==> src/core/rxdiag_pkg.sv <==
// Package for the receive FIFO diagnostic and PHY option register block
`default_nettype none
// Contract
// Live receive head is 13 bits [12:0], 64-bit word units, resets to zero.
// Head is an offset from the start of packet buffer memory.
// Head register also answers at a compatibility alias address.
// Live receive tail is 13 bits, 64-bit word units, resets to zero.
// Tail has an alias address and is a packet-buffer-relative offset.
// Saved head register, 13 bits, reset zero, copy for later restore.
// Saved tail register, 13 bits, reset zero, copy for later restore.
// Pointer bits 31:13 read zero; software writes zeros there.
// Software writes pointer registers only for diagnostics, not in normal use.
// Option bit 1 forces slowest link in every state, overriding bit 2.
// Option bit 2 forces slowest link in all but the active state.
// Option bit 3 blocks gigabit link in all but the active state.
// Option bit 6 blocks gigabit link in every power state.
// Writing option bit 5 forces link auto-negotiation to restart.
// Option bit 7 stops automatic flash update on eeprom-read writes.
// Bits 8 and 9 drive pause and asymmetric pause advertisement, reset one.
// After reset, option bits 7:0 load from a non-volatile word high byte.
// Software waits 80 ns after speed-bit changes before forcing renegotiation.
// Live pointer reads return the receive FIFO logic's current pointers.
package rxdiag_pkg;
  localparam logic [19:0] ADDR_PHY_OPT = 20'h00f10;
  localparam logic [19:0] ADDR_RX_HEAD = 20'h02410;
  localparam logic [19:0] ADDR_RX_TAIL = 20'h02418;
  localparam logic [19:0] ADDR_RX_HEAD_SAVED = 20'h02420;
  localparam logic [19:0] ADDR_RX_TAIL_SAVED = 20'h02428;
  localparam logic [19:0] ADDR_RX_HEAD_ALIAS = 20'h08000;
  localparam logic [19:0] ADDR_RX_TAIL_ALIAS = 20'h08008;
  localparam int PTR_W = 13;
  localparam int OPT_W = 10;
  localparam logic [PTR_W-1:0] PTR_RST = 13'h0000;
  localparam logic [OPT_W-1:0] OPT_RST = 10'h30d;
  localparam int BIT_SLOW_ALL = 1;
  localparam int BIT_SLOW_LP = 2;
  localparam int BIT_GIG_BLOCK_LP = 3;
  localparam int BIT_LINE_DRV = 4;
  localparam int BIT_RENEG = 5;
  localparam int BIT_GIG_DIS = 6;
  localparam int BIT_AUTO_UPD_DIS = 7;
  localparam int BIT_PAUSE = 8;
  localparam int BIT_ASYM_PAUSE = 9;
  localparam int CLK_PERIOD_NS = 50;
  localparam int RENEG_WAIT_NS = 80;
  localparam int RENEG_WAIT_CYC =
    (RENEG_WAIT_NS + CLK_PERIOD_NS - 1) / CLK_PERIOD_NS;
  localparam logic [1:0] HTRANS_NONSEQ = 2'h2;
  localparam logic [1:0] HTRANS_SEQ = 2'h3;

  typedef struct packed {
    logic slow_link;
    logic gig_disable;
    logic pause_adv;
    logic asym_pause_adv;
    logic line_driver_class_select;
    logic flash_auto_update_dis;
  } rxdiag_phy_ctl_t;

  typedef struct packed {
    logic [PTR_W-1:0] head;
    logic [PTR_W-1:0] tail;
  } rxdiag_ptrs_t;
endpackage : rxdiag_pkg
`default_nettype wire

==> src/core/rxdiag_regs.sv <==
// AHB-Lite register bank: PHY option bits and receive FIFO pointer diagnostics
//
// Decided for this implementation: the AHB-Lite register port.
`timescale 1ns/1ns
`default_nettype none
module rxdiag_regs (
  input wire logic hclk,
  input wire logic hresetn,
  input wire logic clk_en,
  input wire logic hsel,
  input wire logic [19:0] haddr,
  input wire logic [1:0] htrans,
  input wire logic hwrite,
  input wire logic [2:0] hsize,
  input wire logic [31:0] hwdata,
  input wire logic hready,
  output logic [31:0] hrdata,
  output logic hreadyout,
  output logic hresp,
  input wire logic nvm_valid,
  input wire logic [7:0] nvm_opt_byte,
  input wire logic active_power_state,
  input wire rxdiag_pkg::rxdiag_ptrs_t rx_ptrs_live,
  output rxdiag_pkg::rxdiag_ptrs_t rx_ptrs_load,
  output logic rx_head_load,
  output logic rx_tail_load,
  output rxdiag_pkg::rxdiag_phy_ctl_t phy_ctl,
  output logic phy_reneg
);
  import rxdiag_pkg::*;

  // Bus state
  logic wr_pend_q, wr_pend_d;
  logic [19:0] addr_q, addr_d;
  logic [31:0] rdata_q, rdata_d;
  // Register state
  logic [OPT_W-1:0] opt_q, opt_d;
  logic [PTR_W-1:0] head_sv_q, head_sv_d;
  logic [PTR_W-1:0] tail_sv_q, tail_sv_d;
  logic nvm_done_q, nvm_done_d;
  // Outputs
  rxdiag_ptrs_t load_q, load_d;
  logic hload_q, hload_d, tload_q, tload_d;
  rxdiag_phy_ctl_t ctl_q, ctl_d;
  logic reneg_q, reneg_d;

  logic acc;
  logic [PTR_W-1:0] wptr;

  always_comb begin
    acc = hsel && hready && (htrans == HTRANS_NONSEQ || htrans == HTRANS_SEQ);
    wptr = hwdata[PTR_W-1:0];
    wr_pend_d = acc && hwrite;
    addr_d = acc ? haddr : addr_q;
    rdata_d = 32'h0000_0000;
    if (acc && !hwrite) begin
      unique case ({haddr[19:2], 2'b00})
        ADDR_PHY_OPT: rdata_d = {22'h0, opt_q};
        ADDR_RX_HEAD, ADDR_RX_HEAD_ALIAS:
          rdata_d = {19'h0, rx_ptrs_live.head};
        ADDR_RX_TAIL, ADDR_RX_TAIL_ALIAS:
          rdata_d = {19'h0, rx_ptrs_live.tail};
        ADDR_RX_HEAD_SAVED: rdata_d = {19'h0, head_sv_q};
        ADDR_RX_TAIL_SAVED: rdata_d = {19'h0, tail_sv_q};
        default: rdata_d = 32'h0000_0000;
      endcase
    end
  end

  always_comb begin
    opt_d = opt_q;
    head_sv_d = head_sv_q;
    tail_sv_d = tail_sv_q;
    nvm_done_d = nvm_done_q;
    load_d = load_q;
    hload_d = 1'b0;
    tload_d = 1'b0;
    reneg_d = 1'b0;
    // Low byte taken once from non-volatile memory after reset
    if (!nvm_done_q && nvm_valid) begin
      opt_d[7:0] = nvm_opt_byte;
      nvm_done_d = 1'b1;
    end
    if (wr_pend_q) begin
      // Live pointer writes are diagnostic overrides of the FIFO logic
      unique case ({addr_q[19:2], 2'b00})
        ADDR_PHY_OPT: begin
          opt_d = hwdata[OPT_W-1:0];
          opt_d[BIT_RENEG] = 1'b0; // Self-clearing strobe
          reneg_d = hwdata[BIT_RENEG];
        end
        ADDR_RX_HEAD, ADDR_RX_HEAD_ALIAS: begin
          load_d.head = wptr;
          hload_d = 1'b1;
        end
        ADDR_RX_TAIL, ADDR_RX_TAIL_ALIAS: begin
          load_d.tail = wptr;
          tload_d = 1'b1;
        end
        ADDR_RX_HEAD_SAVED: head_sv_d = wptr;
        ADDR_RX_TAIL_SAVED: tail_sv_d = wptr;
        default: ;
      endcase
    end
    ctl_d.slow_link = opt_d[BIT_SLOW_ALL] ||
      (opt_d[BIT_SLOW_LP] && !active_power_state);
    ctl_d.gig_disable = opt_d[BIT_GIG_DIS] ||
      (opt_d[BIT_GIG_BLOCK_LP] && !active_power_state);
    ctl_d.pause_adv = opt_d[BIT_PAUSE];
    ctl_d.asym_pause_adv = opt_d[BIT_ASYM_PAUSE];
    ctl_d.line_driver_class_select = opt_d[BIT_LINE_DRV];
    ctl_d.flash_auto_update_dis = opt_d[BIT_AUTO_UPD_DIS];
  end

  always_ff @(posedge hclk or negedge hresetn) begin
    if (!hresetn) begin
      wr_pend_q <= 1'b0;
      addr_q <= 20'h00000;
      rdata_q <= 32'h0000_0000;
      opt_q <= OPT_RST;
      head_sv_q <= PTR_RST;
      tail_sv_q <= PTR_RST;
      nvm_done_q <= 1'b0;
      load_q <= '0;
      hload_q <= 1'b0;
      tload_q <= 1'b0;
      ctl_q <= '0;
      reneg_q <= 1'b0;
    end else if (clk_en) begin
      wr_pend_q <= wr_pend_d;
      addr_q <= addr_d;
      rdata_q <= rdata_d;
      opt_q <= opt_d;
      head_sv_q <= head_sv_d;
      tail_sv_q <= tail_sv_d;
      nvm_done_q <= nvm_done_d;
      load_q <= load_d;
      hload_q <= hload_d;
      tload_q <= tload_d;
      ctl_q <= ctl_d;
      reneg_q <= reneg_d;
    end
  end

  assign hrdata = rdata_q;
  assign hreadyout = 1'b1; // Zero wait states
  assign hresp = 1'b0;
  assign rx_ptrs_load = load_q;
  assign rx_head_load = hload_q;
  assign rx_tail_load = tload_q;
  assign phy_ctl = ctl_q;
  assign phy_reneg = reneg_q;
endmodule : rxdiag_regs
`default_nettype wire

==> config.mk <==
export PLATFORM = sky130hd
export DESIGN_NAME = rxdiag_regs
export DESIGN_NICKNAME = d
export VERILOG_FILES = /design/src/core/rxdiag_pkg.sv /design/src/core/rxdiag_regs.sv
export SDC_FILE = /design/constraint.sdc
export NUM_CORES = 1
export LEC_CHECK = 0
export ABC_AREA = 1
export BUFFER_PORTS_ARGS = -buffer_cell sky130_fd_sc_hd__buf_4
export CORE_MARGIN = 2
export CORE_UTILIZATION = 31
export DETAILED_ROUTE_END_ITERATION = 10
export HOLD_SLACK_MARGIN = 0.05
export PLACE_DENSITY = 0.6
export REMOVE_ABC_BUFFERS = 1
export SYNTH_ARGS = -nofsm -noshare
export SYNTH_HDL_FRONTEND = slang
export SYNTH_SLANG_ARGS = --single-unit
==> constraint.sdc <==
create_clock -name hclk -period 3.95 [get_ports hclk]
set_input_delay 0.5925 -clock hclk [delete_from_list [all_inputs] [get_ports hclk]]
set_output_delay 0.5925 -clock hclk [all_outputs]
set_load 0.02 [all_outputs]
==> results of run 1 <==
layout make-up:
type	instances	area, um2
Sequential cell	102	2560
Inverter	57	214
Tap cell	220	275
Clock buffer	13	260
Clock inverter	3	42.5
Fill cell	1733	10100
Multi-Input combinational cell	472	2260
Timing Repair Buffer	126	946
layer usage:
metal | track usage (%) | vias up | part of all wire (%) | wire length (um)
met1 | 24.4 | 2133 | 48 | 7090
li1 | - | 2321 | - | -
met3 | 3.75 | 18 | 6.2 | 916
met5 | 0 | - | 0 | 0
met2 | 25.4 | 140 | 44 | 6420
met4 | 6.73 | 0 | 2.2 | 321
flip-flops by register name, indices dropped and copies added (netlist names), 4 cells and up:
signal,cells
addr_q,18
head_sv_q,13
hrdata,13
opt_q,10
phy_ctl,4
rx_ptrs_load,26
tail_sv_q,13
synth_stat cells (4+ instances only):
cell        n
buf_2       8
o21ai_2    13
o21ai_1    35
dfstp_2     5
nor2_1     35
nand2_1   195
o21ai_0    32
clkbuf_1    5
buf_4      26
nand3_1    74
inv_1      54
nand4_1    22
nand2_2     9
dfrtp_1    97
nor2_2      9
buf_6       6
nor3_1      4
a21oi_1     5
power by group:
part	leakage, nW	total, W	switching (W)	internal (W)
Clock	0.146	0.000922	0.000396	0.000526
Combinational	1.90	0.000298	0.000189	0.000110
Sequential	1.37	0.00115	0.0000443	0.00110
logic make-up after synthesis:
group	share of synthesized area, %
AOI/OAI and AO/OA	9.56
buffers and inverters	10.2
DFF	48.4
muxes	0.189
other	0.142
and+or+nand+nor	31.5
stage by stage:
stage | utilization (%) | cell area (um2) | std cells | power, W
global route | 39.4 | 6560 | 993 | 0.00249
global placement | 37.6 | 6250 | 977 | 0.00146
floorplan | - | 5030 | 631 | 0.00132
finish | 39.4 | 6560 | 993 | 0.00237
CTS | 39.4 | 6560 | 993 | 0.00240
detailed placement | 37.6 | 6250 | 977 | 0.00147
final timing paths:
path	cells past startpoint	start	slack [ns]	to
worst max-delay path	10	haddr[19]	2.01	hrdata[12]
worst max register to register	8	addr_q[17]	2.15	rx_ptrs_load[23]
worst min register to register	2	rx_ptrs_load[25]	0.48	rx_ptrs_load[25]
max in group asynchronous	2	hresetn	2.87	rx_ptrs_load[4]
worst min-delay path	1	hresetn	0.26	phy_ctl[3]
min in group hclk	3	haddr[18]	0.45	addr_q[18]
critical path, stage by stage:
cell	delay, ns
buf_4	0.12
nor2_2	0.21
nand2_1	0.09
nor2_1	0.62
nand3_1	0.14
nand2_1	0.09
a21oi_1	0.04
nand2_1	0.17
nand3_1	0.09
nand2_1	0.07
==> impl_metrics.json, run 1 <==
{
  "ys_types": 32,
  "synth.area.top_cells": "dfrtp_1, nand2_1, nand3_1",
  "dr.pass1.iters": 4,
  "die_h_um": 135,
  "num_rows": 47,
  "worstPathArrival_ns": 2.23,
  "grt_remaining_overflow": 0,
  "dp_hpwl_mm": 10.9,
  "core_area_mm2": 0.0166,
  "slew_headroom_pct": 46.2,
  "drcViolationCount": 0,
  "synth-edff-count": 0,
  "top_level_ports": 168,
  "avgSynthCellArea_um2": 8.04,
  "place.port_buffers": 121,
  "min_path_type": "in -> async",
  "mostFrequentLayoutCells": "nand2_1, buf_4, dfrtp_1, nand3_1, inv_1",
  "hold_violations": 0,
  "dr.first_iter.drc_count": 212,
  "antenna_left": 0,
  "setup_viol": 0,
  "grt_pass1_vias": 4367,
  "ir_drop_uv": 209,
  "cts_tree": "yes",
  "vias": 4612,
  "ys_async_sr_fraction_pct": 100,
  "period_needed_ns": 1.94,
  "p_per_area_mw_per_mm2": 361,
  "critPathKind": "in -> reg",
  "rsz0062_at_grt": "false",
  "syn_to_final_growth_pct": 24.0,
  "hold_buffers": 0,
  "synth.top_cell.area_share_pct": 45.9,
  "crit_required_ns": 4.24,
  "viasPerCell": 4.64,
  "cts_buffers": 9,
  "post_drt_wl_per_cell_um": 14.9,
  "end_kind": "flip-flop",
  "fmax_ghz": 0.516,
  "drive_above_1_share_pct": 24.8,
  "finalWorstSetupSlack_ns": 2.01,
  "worst_hold_slack_ns": 0.260,
  "insertion_delay_ns": 0.35,
  "status": "finished, final reports clean",
  "place_ws_ns": 1.68,
  "die_area_mm2": 0.0181,
  "antenna_cells": 0,
  "path_clk_slew_ns": 0.07,
  "maxCapViolCount": 0,
  "cts_buffer_depth": 2,
  "cts-root-buf": "clkbuf_16",
  "worst_slew_pin_slew_ns": 0.804,
  "finalSetupTns_ns": 0,
  "yosys.area.top_type": "dfrtp_1",
  "clock_skew_ns": 0.00882,
  "synth_cells": 658,
  "synth.cell_area_mm2": 0.00529,
  "postCtsSetupRepairBufs": 0,
  "min_period_over_period_pct": 49.0,
  "start_util_pct": 31.8,
  "cp_max_fo": 11,
  "grt_max_degree": 51,
  "maxSlewViolCount": 0,
  "routed_wl_mm": 14.7,
  "ys_ff_latch": 102,
  "cts_resized": 0,
  "grt_first_pass_wirelength_mm": 23.8,
  "yosysWarnings": 0,
  "place_congestion": 0.887,
  "synth-seq-area-share_pct": 48.4,
  "die_x_um": 135,
  "synthFlopType": "dfrtp_1",
  "fin_nets": 867,
  "p_leak_nw": 3.41,
  "antenna_found_initial": 0,
  "grt.total_usage_pct": 17.1,
  "layout_commonest_cell": "nand2_1",
  "clkSinkCount": 102,
  "critPathLaunchType": "input pin",
  "htreeDepth": 3
}
No activity file was read; power rests on OpenSTA's default activity.
==> run 2, diff against run 1 <==
--- a/config.mk
+++ b/config.mk
@@ -5,13 +5,13 @@
 export SDC_FILE = /design/constraint.sdc
 export NUM_CORES = 1
 export LEC_CHECK = 0
-export ABC_AREA = 1
+export ABC_AREA = 0
 export BUFFER_PORTS_ARGS = -buffer_cell sky130_fd_sc_hd__buf_4
 export CORE_MARGIN = 2
 export CORE_UTILIZATION = 31
 export DETAILED_ROUTE_END_ITERATION = 10
 export HOLD_SLACK_MARGIN = 0.05
-export PLACE_DENSITY = 0.6
+export PLACE_DENSITY = 0.61
 export REMOVE_ABC_BUFFERS = 1
 export SYNTH_ARGS = -nofsm -noshare
 export SYNTH_HDL_FRONTEND = slang
==> constraint.sdc (replaced) <==
create_clock -name hclk -period 1.9 [get_ports hclk]
set_input_delay 0.285 -clock hclk [delete_from_list [all_inputs] [get_ports hclk]]
set_output_delay 0.285 -clock hclk [all_outputs]
set_load 0.02 [all_outputs]
==> impl_metrics.json, run 2 <==
{
  "place.port_buffers": 121,
  "grt_pass1_vias": 3932,
  "cp-startpoint": "addr_q[12]",
  "p_per_area_mw_per_mm2": 712,
  "slew_headroom_pct": 66.4,
  "htreeDepth": 3,
  "die_x_um": 130,
  "antenna_left": 0,
  "synth_compound_area_share_pct": 11.2,
  "top_level_ports": 168,
  "viasPerCell": 4.94,
  "clock_skew_ns": 0.00775,
  "worstPathArrival_ns": 2.62,
  "placedCellCount": 750,
  "die_area_mm2": 0.0169,
  "min_path_type": "in -> reg",
  "violations": "negative setup slack",
  "worst-path-buf-inv": 2,
  "grt_max_degree": 40,
  "synth-simple-area-share_pct": 11.0,
  "cp_slowest_stage_delay_ns": 0.54,
  "die_h_um": 130,
  "avgSynthCellArea_um2": 12.5,
  "critPathLaunchType": "flip-flop",
  "cts_tree": "yes",
  "grt_first_pass_wirelength_mm": 21.4,
  "largest_reg_flops": 26,
  "syn_to_final_growth_pct": 41.5,
  "p_leak_nw": 3.37,
  "finalSetupTns_ns": -25.30,
  "vias": 3817,
  "cts_buffers": 9,
  "end_kind": "flip-flop",
  "synth-xor-area-share_pct": 0,
  "cts_buffer_depth": 2,
  "antenna_cells": 0,
  "ys_types": 50,
  "antenna_found_initial": 0,
  "dr.pass1.iters": 4,
  "crit_required_ns": 2.14,
  "muxShareOfSynthArea_pct": 19.0,
  "grt.total_usage_pct": 16.7,
  "ys_ff_latch": 102,
  "synth-edff-count": 0,
  "hold_violations": 0,
  "min_period_over_period_pct": 126,
  "cts-root-buf": "clkbuf_16",
  "synth-seq-area-share_pct": 51.9,
  "finalWorstSetupSlack_ns": -0.486,
  "critPathKind": "reg -> reg",
  "num_rows": 46,
  "yosys.area_share.adder_pct": 0,
  "synth_top_family_by_area": "multiplexers",
  "yosysMostFrequentCell": "dfrtp_1",
  "critical_path.top_delay_family": "simple AND/OR/NAND/NOR gates",
  "dp_hpwl_mm": 10.2,
  "place_congestion": 0.812,
  "maxCapViolCount": 0,
  "core_area_mm2": 0.0157,
  "path_clk_slew_ns": 0.07,
  "dr.first_iter.drc_count": 220,
  "synth_cells": 395,
  "status": "finished, violations left",
  "cp_max_fo": 6,
  "power_w": 0.00496,
  "fin_nets": 651,
  "slowest_stage": "or4b_4",
  "layout_commonest_cell": "buf_4",
  "ys_async_sr_fraction_pct": 100,
  "r2r_slack_ns": -0.49,
  "period_needed_ns": 2.39,
  "worst_slew_pin_slew_ns": 0.504,
  "yosys.area.top_type": "dfrtp_1",
  "start_util_pct": 31.4,
  "grt_remaining_overflow": 0,
  "path_cells": "or4b_4, or3_4, buf_6, a21oi_4, and4_4, buf_8, mux2_2",
  "clkSinkCount": 102,
  "post_drt_wl_per_cell_um": 18.2,
  "min-delay-start": "nvm_valid",
  "routed_wl_mm": 14.1,
  "mostFrequentLayoutCells": "buf_4, dfrtp_1, mux2_4, mux2_2, conb_1",
  "yosysWarnings": 0,
  "synth.cell_area_mm2": 0.00493,
  "synth.area.top_cells": "dfrtp_1, mux2_2, a221o_1",
  "rsz0062_at_grt": "true",
  "synthTopCellsByCount": "dfrtp_1, mux2_2, buf_4",
  "fmax_ghz": 0.419,
  "synthFlopType": "dfrtp_1",
  "synth.top_cell.area_share_pct": 49.3,
  "ir_drop_uv": 407,
  "maxSlewViolCount": 0,
  "drive_above_1_share_pct": 51.0,
  "r2r_start": "addr_q[12]",
  "drcViolationCount": 0,
  "final-instance-count-excl-fill": 773,
  "insertion_delay_ns": 0.35,
  "setup_viol": 69
}
==> run 2: cell count changes after synthesis, sizes merged, moves of 20 or more <==
cell	delta
mux2	+71
nand2	-190
nor2	-35
o21ai	-70
inv	-46
nand3	-72
a221o	+20
==> run 2: area by class of cell <==
type                    count  area [um2]
repair buffers            169        1450
multi-input cells         259        2360
clock buffers              13         250
well taps                 216         270
fillers                  1465        8740
flip-flops and latches    102        2560
inverters                  11        41.3
clock inverters             3        43.8
==> run 2: logic make-up (layout without fill, tap and decap cells) <==
kind of cell    after synthesis  after routing
mux                          81             81
buf+inv                      53            196
other cells                   2             21
simple gates                 89             89
compound gates               68             68
flops                       102            102
==> run 2: worst paths after layout <==
path / cells after the start / end
max in group asynchronous: 3 / opt_q[2]
worst max-delay path: 7 / rx_ptrs_load[10]
min in group asynchronous: 2 / rx_ptrs_load[22]
worst min register to register: 1 / nvm_done_q
worst max register to register: 7 / rx_ptrs_load[10]
worst min-delay path: 2 / nvm_done_q
==> run 2: timing repair <==
action	in CTS	in global routing
buffers inserted	4	3
gates cloned	1	0
gates resized for setup	61	29
pin swaps	5	9
endpoints found under the hold margin	30	0
endpoints found under the setup margin	69	69
hold buffers	1	0
==> run 2: worst reg2reg max path, delay by kind of cell, from the launching register on <==
family / cells / cell delay, ns
AO/OA/AOI/OAI: 1 / 0.11
buffers and inverters: 2 / 0.27
multiplexers: 1 / 0.33
AND/OR/NAND/NOR: 3 / 1.19
flip-flops: 1 / 0.38
==> run 2: per-stage QoR <==
stage / hold WS [ns] / area [um2] / util (%) / worst slack (ns)
after floorplan: -0.0106 / 4710 / - / -0.911
after global placement: 0.274 / 6280 / 40.0 / -0.483
after detailed placement: 0.288 / 6280 / 40.0 / -0.534
after CTS: 0.135 / 6830 / 43.5 / -0.502
after global routing: 0.144 / 6970 / 44.4 / -0.553
final: 0.138 / 6970 / 44.4 / -0.486
==> run 2: power breakdown <==
| group | switching, W | leakage (nW) | total (W) | internal (W) |
|---|---|---|---|---|
| Sequential | 0.000102 | 1.35 | 0.00241 | 0.00231 |
| Combinational | 0.000356 | 1.87 | 0.000687 | 0.000331 |
| Clock | 0.000804 | 0.144 | 0.00186 | 0.00106 |
| Total | 0.00126 | 3.37 | 0.00496 | 0.00370 |
==> run 2: routing by layer <==
metal | vias up | track usage [%] | wire, um
met3 | 29 | 3.65 | 848
met4 | 0 | 7.59 | 403
met2 | 135 | 27.3 | 6720
li1 | 1742 | - | -
met1 | 1911 | 21.3 | 6100
met5 | - | 0 | 0
==> run 3, diff against run 2 <==
--- a/config.mk
+++ b/config.mk
@@ -8,10 +8,10 @@
 export ABC_AREA = 0
 export BUFFER_PORTS_ARGS = -buffer_cell sky130_fd_sc_hd__buf_4
 export CORE_MARGIN = 2
-export CORE_UTILIZATION = 31
+export CORE_UTILIZATION = 50
 export DETAILED_ROUTE_END_ITERATION = 10
 export HOLD_SLACK_MARGIN = 0.05
-export PLACE_DENSITY = 0.61
+export PLACE_DENSITY = 0.87
 export REMOVE_ABC_BUFFERS = 1
 export SYNTH_ARGS = -nofsm -noshare
 export SYNTH_HDL_FRONTEND = slang
==> impl_metrics.json, run 3 (synthesized netlist as in run 2, its figures left out) <==
{
  "status": "finished, violations left",
  "violations": "negative setup slack",
  "maxCapViolCount": 0,
  "htreeDepth": 3,
  "finalSetupTns_ns": -27.09,
  "place_congestion": 0.858,
  "rsz0062_at_grt": "true",
  "p_leak_nw": 3.30,
  "cts_buffers": 9,
  "viasPerCell": 5.95,
  "combinationalPowerShare_pct": 15.5,
  "die_x_um": 103,
  "ir_drop_uv": 392,
  "core_area_mm2": 0.00968,
  "grt.total_usage_pct": 28.2,
  "p_sw_w": 0.00133,
  "p_clk_share_pct": 31.0,
  "crit_required_ns": 2.17,
  "seq_power_share_pct": 53.5,
  "critPathLaunchType": "flip-flop",
  "place_ws_ns": -0.538,
  "mostFrequentLayoutCells": "buf_4, dfrtp_1, mux2_4, mux2_2, conb_1",
  "min_period_over_period_pct": 126,
  "maxSlewViolCount": 0,
  "antenna_left": 0,
  "dp_hpwl_mm": 9.50,
  "die_h_um": 103,
  "critical_path.top_delay_family": "simple AND/OR/NAND/NOR gates",
  "dr.first_iter.drc_count": 309,
  "fin_area_mm2": 0.00673,
  "fin_nets": 649,
  "routed_wl_mm": 15.0,
  "antenna_cells": 0,
  "finalWorstSetupSlack_ns": -0.503,
  "clock_skew_ns": 0.0217,
  "grt_first_pass_wirelength_mm": 22.4,
  "dr.pass1.iters": 5,
  "clkSinkCount": 102,
  "place.port_buffers": 121,
  "antenna_found_initial": 0,
  "setup_viol": 69,
  "slew_headroom_pct": 56.6,
  "vias": 4091,
  "min_path_type": "in -> reg",
  "cts_tree": "yes",
  "fmax_ghz": 0.416,
  "grt_remaining_overflow": 0,
  "worstPathArrival_ns": 2.67,
  "worst_slew_pin_slew_ns": 0.651,
  "cts_buffer_depth": 2,
  "grt_max_degree": 51,
  "fin_util_pct": 69.5,
  "switching_share_pct": 29.4,
  "end_kind": "flip-flop",
  "layout_commonest_cell": "buf_4",
  "internal-power_w": 0.00319,
  "die_area_mm2": 0.0107,
  "period_needed_ns": 2.40,
  "cp_max_fo": 7,
  "top_level_ports": 168,
  "cp_slowest_stage_delay_ns": 0.55,
  "hold_violations": 0,
  "drcViolationCount": 0,
  "worst-path-buf-inv": 1,
  "cts-root-buf": "clkbuf_8",
  "path_cells": "or4b_4, or3_4, nor4_4, and4_4, buf_12, mux2_4",
  "p_per_area_mw_per_mm2": 672,
  "place_area_mm2": 0.00616,
  "path_clk_slew_ns": 0.11,
  "num_rows": 36,
  "slowest_stage": "or4b_4",
  "insertion_delay_ns": 0.38,
  "syn_to_final_growth_pct": 36.6,
  "critPathKind": "reg -> reg",
  "post_drt_wl_per_cell_um": 21.8,
  "largest_reg_flops": 26,
  "start_util_pct": 50.9,
  "drive_above_1_share_pct": 51.9,
  "grt_pass1_vias": 4215
}
[run 3: changes by cell type in the layout (fill, tap and decap cells not counted), sizes merged]
cell	previous run	this run
buf	168	165
inv	11	14
clkinv	2	3
bufinv	1	0
clkbuf	13	11
[run 3: per-stage QoR]
stage | total power, W | hold WS, ns | cells
2_1_floorplan | 0.00269 | -0.0106 | 372
3_3_place_gp | 0.00302 | 0.240 | 665
3_5_place_dp | 0.00306 | 0.240 | 665
4_1_cts | 0.00447 | 0.110 | 685
5_1_grt | 0.00470 | 0.114 | 688
6_report | 0.00452 | 0.117 | 688
[run 3: worst register-to-register path, delay by kind of cell (launching register included)]
family | cells | cell delay, ns
and+or+nand+nor | 4 | 1.45
DFF | 1 | 0.40
muxes | 1 | 0.31
buffers and inverters | 1 | 0.15
[run 3: power by group through the flow]
stage	logic, W	registers (W)	clock network (W)
finish	0.000698	0.00242	0.00140
global route	0.000748	0.00243	0.00152
CTS	0.000647	0.00241	0.00141
detailed placement	0.000610	0.00245	0
global placement	0.000587	0.00244	0
floorplan	0.000243	0.00245	0
[run 3: routing by layer]
metal | part of all wire, % | wire (um) | up-vias | track usage [%]
met3 | 7.7 | 1160 | 71 | 5.91
met1 | 37 | 5580 | 2025 | 34.8
met2 | 50 | 7480 | 258 | 46.6
met5 | 0 | 0 | - | 0
met4 | 5.3 | 802 | 0 | 15.3
li1 | - | - | 1737 | -
[run 3: layout make-up]
type | instances | area [um2]
clock buffers | 10 | 138
fillers | 617 | 2960
multi-input cells | 259 | 2360
repair buffers | 167 | 1400
well taps | 133 | 166
clock inverters | 6 | 65.1
flip-flops and latches | 102 | 2560
inverters | 11 | 41.3
[run 3: final timing paths]
check / from / to / slack (ns) / depth (start not counted)
min in group asynchronous: hresetn / head_sv_q[9] / 0.37 / 2
setup / recovery: addr_q[12] / tail_sv_q[1] / -0.50 / 6
setup reg to reg: addr_q[12] / tail_sv_q[1] / -0.50 / 6
hold / removal: nvm_valid / nvm_done_q / 0.12 / 2
hold reg to reg: nvm_done_q / nvm_done_q / 0.46 / 1
max in group asynchronous: hresetn / opt_q[8] / 0.86 / 3
[run 3: timing repair]
item | in CTS | in global routing
setup buffers | 4 | 4
setup endpoints to repair | 69 | 69
hold buffers | 1 | 0
cloned | 1 | 1
gates resized for setup | 68 | 12
pin swaps | 11 | 11
hold endpoints to repair | 27 | 0
